===== config.mk =====
export PLATFORM = sky130hd
export DESIGN_NAME = lcs_top
export DESIGN_NICKNAME = d
export VERILOG_FILES = /design/src/lcs_pkg.sv /design/src/lcs_sel_mem.sv /design/src/lcs_top.sv
export SDC_FILE = /design/constraint.sdc
export NUM_CORES = 1
export LEC_CHECK = 0
export BUFFER_PORTS_ARGS = -buffer_cell sky130_fd_sc_hd__buf_2
export CAP_MARGIN = 20
export CORE_ASPECT_RATIO = 1.4
export CORE_MARGIN = 2
export CORE_UTILIZATION = 28
export CTS_CLUSTER_SIZE = 24
export DETAILED_ROUTE_END_ITERATION = 7
export GPL_TIMING_DRIVEN = 1
export HOLD_SLACK_MARGIN = 0.12
export PLACE_DENSITY_LB_ADDON = 0.12
export SETUP_SLACK_MARGIN = 0.2
export SLEW_MARGIN = 15
export SYNTH_ARGS = -nofsm -noshare
export SYNTH_HDL_FRONTEND = slang
export SYNTH_HIERARCHICAL = 1
export SYNTH_SLANG_ARGS = --single-unit

===== constraint.sdc =====
create_clock -name clk -period 7.01 [get_ports clk]
set_input_delay 1.402 -clock clk [delete_from_list [all_inputs] [get_ports clk]]
set_output_delay 1.402 -clock clk [all_outputs]
set_load 0.01 [all_outputs]

===== src/lcs_pkg.sv =====
// constants for the logic cell select and polarity block
package lcs_pkg;
   localparam int          ADDR_W        = 4;
   localparam int          DATA_W        = 8;
   localparam int          SEL_W         = 6;
   localparam int          NUM_SRC       = 64;
   localparam logic [3:0]  OFS_POL       = 4'h0;
   localparam logic [3:0]  OFS_SEL1      = 4'h1;
   localparam logic [3:0]  OFS_SEL2      = 4'h2;
   localparam logic [3:0]  OFS_SEL3      = 4'h3;
   localparam logic [3:0]  OFS_CTRL      = 4'h4;
   localparam int          POL_OUT_BIT   = 7;
   localparam int          CTRL_EN_BIT   = 7;
   localparam int          CTRL_OUT_BIT  = 5;
   localparam logic [7:0]  POL_MASK      = 8'h8f;
   localparam logic [7:0]  SEL_MASK      = 8'h3f;
   localparam logic [7:0]  CTRL_WMASK    = 8'h87;
   localparam logic [7:0]  POL_RST       = 8'h00;
   localparam logic [7:0]  CTRL_RST      = 8'h00;
   localparam logic [5:0]  SEL_RST       = 6'h00;
   localparam logic [3:0]  GPOL_RST      = 4'h0;
   typedef enum logic [2:0] {
      LCS_AND_OR, LCS_OR_XOR, LCS_AND4, LCS_SR_LATCH,
      LCS_DFF_SR, LCS_DFF2_R, LCS_JK_R, LCS_LATCH_SR
   } lcs_mode_t;
endpackage : lcs_pkg


===== src/lcs_sel_mem.sv =====
// small register file holding the three data selectors
`timescale 1ns/1ps
`default_nettype none
module lcs_sel_mem #(
   parameter int WIDTH = 6,
   parameter int DEPTH = 3
) (
   input  wire logic                     clk,
   input  wire logic                     we,
   input  wire logic [1:0]               waddr,
   input  wire logic [WIDTH-1:0]         wdata,
   input  wire logic [1:0]               raddr,
   output var  logic [WIDTH-1:0]         rdata_q,
   output var  logic [DEPTH*WIDTH-1:0]   all_q
);
   logic [WIDTH-1:0] mem_q [DEPTH];
   logic [WIDTH-1:0] rdata_d;
   always_comb begin
      rdata_d = (int'(raddr) < DEPTH) ? mem_q[raddr] : '0;
      for (int i = 0; i < DEPTH; i++) begin
         all_q[i*WIDTH +: WIDTH] = mem_q[i];
      end
   end
   // contents are kept across every reset, no reset term on purpose
   always_ff @(posedge clk) begin
      if (we && int'(waddr) < DEPTH) begin
         mem_q[waddr] <= wdata;
      end
      rdata_q <= rdata_d;
   end
endmodule : lcs_sel_mem
`default_nettype wire


===== src/lcs_top.sv =====
// polarity and input select registers with the cell function around them
//
// The address-and-strobe port and the register offsets were decided locally.
`timescale 1ns/1ps
`default_nettype none
// What this block does
// output invert bit set inverts the cell result, clear passes it
// gate 3 invert bit inverts gate 3 before the logic function
// gate 2 invert bit inverts gate 2 before the logic function
// gate 1 invert bit inverts gate 1 before the logic function
// gate 0 invert bit inverts gate 0 before the logic function
// first selector is six read/write bits picking data input 1
// second selector is six read/write bits picking data input 2
// third selector is six read/write bits picking data input 3
// selector bits 7 and 6 ignore writes and read zero
// output invert clears on reset; gate bits and selectors keep value
// polarity bits 6 to 4 ignore writes and read zero
// three-bit function select picks one of eight logic functions
// disabled cell drives zero whatever its inputs
// output status bit reads the cell output after inversion
module lcs_top #(
   parameter int N_SRC = lcs_pkg::NUM_SRC
) (
   input  wire logic                        clk,
   input  wire logic                        rst_n,
   input  wire logic [lcs_pkg::ADDR_W-1:0]  addr,
   input  wire logic [lcs_pkg::DATA_W-1:0]  wdata,
   input  wire logic                        wr,
   input  wire logic                        rd,
   output var  logic [lcs_pkg::DATA_W-1:0]  rdata_q,
   input  wire logic [N_SRC-1:0]            src_in,
   input  wire logic [3:0]                  gate_in,
   output var  logic [lcs_pkg::SEL_W-1:0]   data1_q,
   output var  logic [lcs_pkg::SEL_W-1:0]   data2_q,
   output var  logic [lcs_pkg::SEL_W-1:0]   data3_q,
   output var  logic [2:0]                  data_sig_q,
   output var  logic [3:0]                  gate_pol_q,
   output var  logic                        cell_output_signal_q
);
   import lcs_pkg::*;

   function automatic logic pick(input logic [N_SRC-1:0] v,
                                 input logic [SEL_W-1:0] s);
      pick = (int'(s) < N_SRC) ? v[s] : 1'b0;
   endfunction : pick

   // one selector field out of the flat copy, by register address
   function automatic logic [SEL_W-1:0] sel_field(
         input logic [3*SEL_W-1:0] flat,
         input logic [1:0]         idx);
      if (idx == 2'd1) begin
         sel_field = flat[0 +: SEL_W];
      end else if (idx == 2'd2) begin
         sel_field = flat[SEL_W +: SEL_W];
      end else begin
         sel_field = flat[2*SEL_W +: SEL_W];
      end
   endfunction : sel_field

   logic [3:0]  gpol_q, gpol_d;
   logic        oinv_q, oinv_d;
   logic [7:0]  ctrl_q, ctrl_d;
   logic        st_q, st_d;
   logic        out_q, out_d;
   logic [7:0]  rdata_d;
   logic [2:0]  dsig_d;
   logic [3:0]  g;
   logic        f;
   logic [3*SEL_W-1:0] sel_all;
   logic        sel_we;
   logic [1:0]  sel_wa;
   lcs_mode_t   mode;

   always_comb begin
      sel_we = wr && (addr == OFS_SEL1 || addr == OFS_SEL2 ||
                      addr == OFS_SEL3);
      sel_wa = addr[1:0] - 2'd1;
   end

   lcs_sel_mem #(.WIDTH(SEL_W), .DEPTH(3)) u_sel (
      .clk     (clk),
      .we      (sel_we),
      .waddr   (sel_wa),
      .wdata   (wdata[SEL_W-1:0]),
      .raddr   (addr[1:0] - 2'd1),
      .rdata_q (),
      .all_q   (sel_all)
   );

   // register writes
   always_comb begin
      gpol_d = gpol_q;
      oinv_d = oinv_q;
      ctrl_d = ctrl_q;
      if (wr && addr == OFS_POL) begin
         oinv_d = wdata[POL_OUT_BIT];
         gpol_d = wdata[3:0];
      end else if (wr && addr == OFS_CTRL) begin
         ctrl_d = wdata & CTRL_WMASK;
      end
      if (!rst_n) begin
         oinv_d = POL_RST[POL_OUT_BIT];
         ctrl_d = CTRL_RST;
      end
   end

   // gate polarity is not reset, as with the selectors
   always_ff @(posedge clk) begin
      gpol_q <= gpol_d;
   end

   always_ff @(posedge clk) begin
      oinv_q <= oinv_d;
      ctrl_q <= ctrl_d;
   end

   // gate outputs after their own invert bits
   always_comb begin
      g[0] = gate_in[0] ^ gpol_q[0];
      g[1] = gate_in[1] ^ gpol_q[1];
      g[2] = gate_in[2] ^ gpol_q[2];
      g[3] = gate_in[3] ^ gpol_q[3];
   end

   // cell function; the storage modes step on the system clock
   always_comb begin
      mode = lcs_mode_t'(ctrl_q[2:0]);
      st_d = st_q;
      f    = 1'b0;
      case (mode)
         LCS_AND_OR:   f = (g[0] & g[1]) | (g[2] & g[3]);
         LCS_OR_XOR:   f = (g[0] | g[1]) ^ (g[2] | g[3]);
         LCS_AND4:     f = &g;
         // set from gates 0 or 1, reset from gates 2 or 3, set wins
         LCS_SR_LATCH: begin
            if (g[0] | g[1]) st_d = 1'b1;
            else if (g[2] | g[3]) st_d = 1'b0;
            f = st_d;
         end
         // reset gate 2, set gate 0, data gate 1
         LCS_DFF_SR: begin
            if (g[2]) st_d = 1'b0;
            else if (g[0]) st_d = 1'b1;
            else st_d = g[1];
            f = st_d;
         end
         // reset gate 2, data is gates 1 and 3 together
         LCS_DFF2_R: begin
            if (g[2]) st_d = 1'b0;
            else st_d = g[1] & g[3];
            f = st_d;
         end
         // reset gate 2, j from gate 1, k from gate 3
         LCS_JK_R: begin
            if (g[2]) st_d = 1'b0;
            else if (g[1] & g[3]) st_d = ~st_q;
            else if (g[1]) st_d = 1'b1;
            else if (g[3]) st_d = 1'b0;
            f = st_d;
         end
         // reset gate 3, set gate 0, gate 1 passes while gate 2 is low
         default: begin
            if (g[3]) st_d = 1'b0;
            else if (g[0]) st_d = 1'b1;
            else if (!g[2]) st_d = g[1];
            f = st_d;
         end
      endcase
      if (!ctrl_q[CTRL_EN_BIT]) begin
         st_d = 1'b0;
      end
      if (!rst_n) begin
         st_d = 1'b0;
      end
   end

   always_ff @(posedge clk) begin
      st_q <= st_d;
   end

   // output invert after the function, held low while disabled
   always_comb begin
      out_d = 1'b0;
      if (rst_n && ctrl_q[CTRL_EN_BIT]) begin
         out_d = f ^ oinv_q;
      end
   end

   always_ff @(posedge clk) begin
      out_q                <= out_d;
      cell_output_signal_q <= out_d;
   end

   // selected sources and selector copies toward the gate logic
   always_comb begin
      dsig_d = {pick(src_in, sel_field(sel_all, 2'd3)),
                pick(src_in, sel_field(sel_all, 2'd2)),
                pick(src_in, sel_field(sel_all, 2'd1))};
   end

   always_ff @(posedge clk) begin
      data_sig_q <= dsig_d;
      data1_q    <= sel_field(sel_all, 2'd1);
      data2_q    <= sel_field(sel_all, 2'd2);
      data3_q    <= sel_field(sel_all, 2'd3);
      gate_pol_q <= gpol_d;
   end

   // read data registered at the strobe, zero in every other cycle
   always_comb begin
      rdata_d = '0;
      if (rd && rst_n) begin
         if (addr == OFS_POL) begin
            rdata_d = {oinv_q, 3'b000, gpol_q} & POL_MASK;
         end else if (addr == OFS_SEL1 || addr == OFS_SEL2 ||
                      addr == OFS_SEL3) begin
            rdata_d = {2'b00, sel_field(sel_all, addr[1:0])};
            rdata_d = rdata_d & SEL_MASK;
         end else if (addr == OFS_CTRL) begin
            rdata_d = ctrl_q;
            rdata_d[CTRL_OUT_BIT] = out_q;
         end
      end
   end

   always_ff @(posedge clk) begin
      rdata_q <= rdata_d;
   end
endmodule : lcs_top
`default_nettype wire


==> key figures <==
CTS
  • CTS tree: done
  • CTS clk-pin slew, worst paths: 0.05 ns
  • CTS root buf: clkbuf_16
  • Clock buffer depth: 2
  • TritonCTS Buffers: 9
  • Cts hold-fix bufs: 0
  • Worst-Skew Late Latency: 0.32 ns
  • Setup bufs post-CTS: 0
  • Clock sinks: 57
  • # resized after CTS: 0
  • # H-tree levels: 3

Power and ir drop
  • Pwr per Cell Area: 191.4 nW/um^2
  • Switching power share of the total: 22.54%
  • Post-route total power: 0.9347 mW
  • Cell Int Power: 0.7240 mW
  • Clock share of power: 49.5%
  • Logic pwr share: 12.1%
  • Psw: 0.2106 mW
  • Part of the power in registers: 38.4%
  • LEAKAGE: 1.996 nW
  • VDD IR max: 0.1218 mV

Global route
  • GR Overflow Total: 0
  • Number of global-route vias before repair: 3174
  • Tot GR Track Use: 16.45%
  • Largest net degree at the start of global routing: 19
  • Initial antenna violation count: 1
  • First-pass GRT wire length: 17.57 mm

Placed design
  • Gpl congestion: 0.8763
  • HPWL after detailed placement: 8.781 mm
  • PortBufs: 115

Synth
  • Syn. warnings: 6
  • Gate count after technology mapping: 279
  • Post-synthesis instance area: 3865 um^2
  • Avg Cell Area, Syn: 13.85 um^2
  • Syn_nets: 367

Setup path
  • Reg2Reg Setup Slack: 4.61 ns
  • Critical path class: in -> reg
  • End of the worst register-to-register path: data_sig_q[1]
  • Reg2reg path depth: 7
  • Crit Path Max Fanout: 7
  • CP max stage cell: nor3b_1
  • Startpoint Class: input pin
  • Crit. End Element: register
  • Worst path cell trace: buf_2 -> inv_1 -> ha_1 -> nor3_1 -> nor3_1 -> and2_1 -> nor3b_1
  • Crit-path max cell delay: 0.71 ns
  • Critical Path Most Common Cell: nor3_1
  • RR Startpoint: u_sel/mem_q[1][0]
  • Top delay family on crit path: simple AND/OR/NAND/NOR gates
  • Critical Path AT: 3.67 ns
  • CP Data Required Time: 6.95 ns
  • CP bufs+invs: 2

Hold path
  • Min-delay src: u_sel/mem_q[1][5]
  • Hold Path End: data2_q[5]
  • Hold Path Cell Cnt: 0
  • HP Class: reg -> reg

Detailed routing
  • First DRT Iteration DRCs: 138
  • Drt wl/cell: 20.75 um
  • Drt drc: 0
  • Via Count: 3008
  • Final WL: 11.93 mm
  • Detailed Routing Iterations Pass 1: 4
  • Antenna-violating nets left: 0
  • Via density: 5.231

STA
  • Setup Skew: 0.005050 ns
  • Pins Over Slew Limit: 0
  • Worst-Margin Slew: 1.101 ns
  • Slew HR: 26.42%
  • Top achievable clock speed: 268.6 MHz
  • RSZ-0062 raised after global routing: false
  • Setup violators final: 0
  • Crit share post-route: 53.12%
  • Minimum clock period: 3.723 ns
  • Final Hold Fails: 0
  • Setup TNS: 0 ns

Floorplanning
  • Initial Util: 28.73%
  • Die area: 14770 um^2
  • Die W: 103.3 um
  • Core area: 13450 um^2
  • Die Y: 143.0 um
  • # rows: 50
  • I/O pin cnt: 118

Status
  • Outcome: finished clean

Final layout
  • Area Growth Syn to Fin: 26.35%
  • Antenna Cells: 0
  • Share of layout cells above drive strength 1: 38.17%
  • Finished Core Util: 36.31%
  • Number of nets in the layout: 476

Flow run
  • Max cap viols: 0
==> cell type report <==
type	instances	area (um^2)
inverter	4	15.01
clock buffer	9	225.2
sequential	57	1361
tap	182	227.7
timing repair buffer	118	625.6
fill	1342	8567
multi-input combinational	198	2333
clock inverter	7	95.09
==> state kept, by name (all words and copies together) (netlist names) <==
| name | cells |
|---|---|
| oinv_q | 1 |
| out_q | 1 |
| data3_q | 6 |
| u_sel/mem_q | 18 |
| gate_pol_q | 4 |
| data_sig_q | 3 |
| rdata_q | 7 |
| ctrl_q | 4 |
| st_q | 1 |
| data2_q | 6 |
| data1_q | 6 |
==> worst max path at each step <==
stage,from,end,cells after the start
after global placement,addr[0],u_sel/mem_q[0][3],7
after detailed placement,addr[0],u_sel/mem_q[0][3],7
after global routing,addr[0],u_sel/mem_q[0][4],7
after CTS,addr[0],u_sel/mem_q[0][1],7
final,addr[0],u_sel/mem_q[0][1],7
after floorplan,addr[0],u_sel/mem_q[0][0],7
==> layer usage <==
metal	share of wire, %	track usage [%]	up-vias
li1	-	-	1392
met2	57	31.24	107
met5	0	0	-
met1	38	17.86	1503
met3	4.5	3.573	6
met4	0.74	4.709	0
==> power by group through the flow <==
stage                     clock network [mW]  logic, mW  registers (mW)
after detailed placement                   0      0.112           0.367
after CTS                              0.475      0.113           0.360
after floorplan                            0     0.0654           0.362
after global routing                   0.491      0.123           0.360
final                                  0.463      0.113           0.359
after global placement                     0      0.111           0.367
==> cells in the final DEF (no fill, tap or decap), drive strengths merged, types with 5 or more instances in the layout <==
cell and instances:
mux4 54, a21oi 9, a21boi 5, buf 118, nand2 16, clkbuf 9, mux2i 17, nor2 10
nand3 18, nor3 8, dfxtp 35, nand3b 5, o21ai 9, edfxtp 22, o211ai 5
==> per-stage QoR <==
stage | std cells | hold WS [ns] | setup WS, ns | area (um^2)
3_3_place_gp | 557 | 0.4276 | 3.014 | 4521
6_report | 575 | 0.4449 | 3.287 | 4883
3_5_place_dp | 557 | 0.4350 | 2.938 | 4521
5_1_grt | 575 | 0.4641 | 3.106 | 4883
2_1_floorplan | 279 | 0.3427 | 3.467 | 3865
4_1_cts | 573 | 0.4493 | 3.269 | 4841
(Power assumes the default switching activity.)
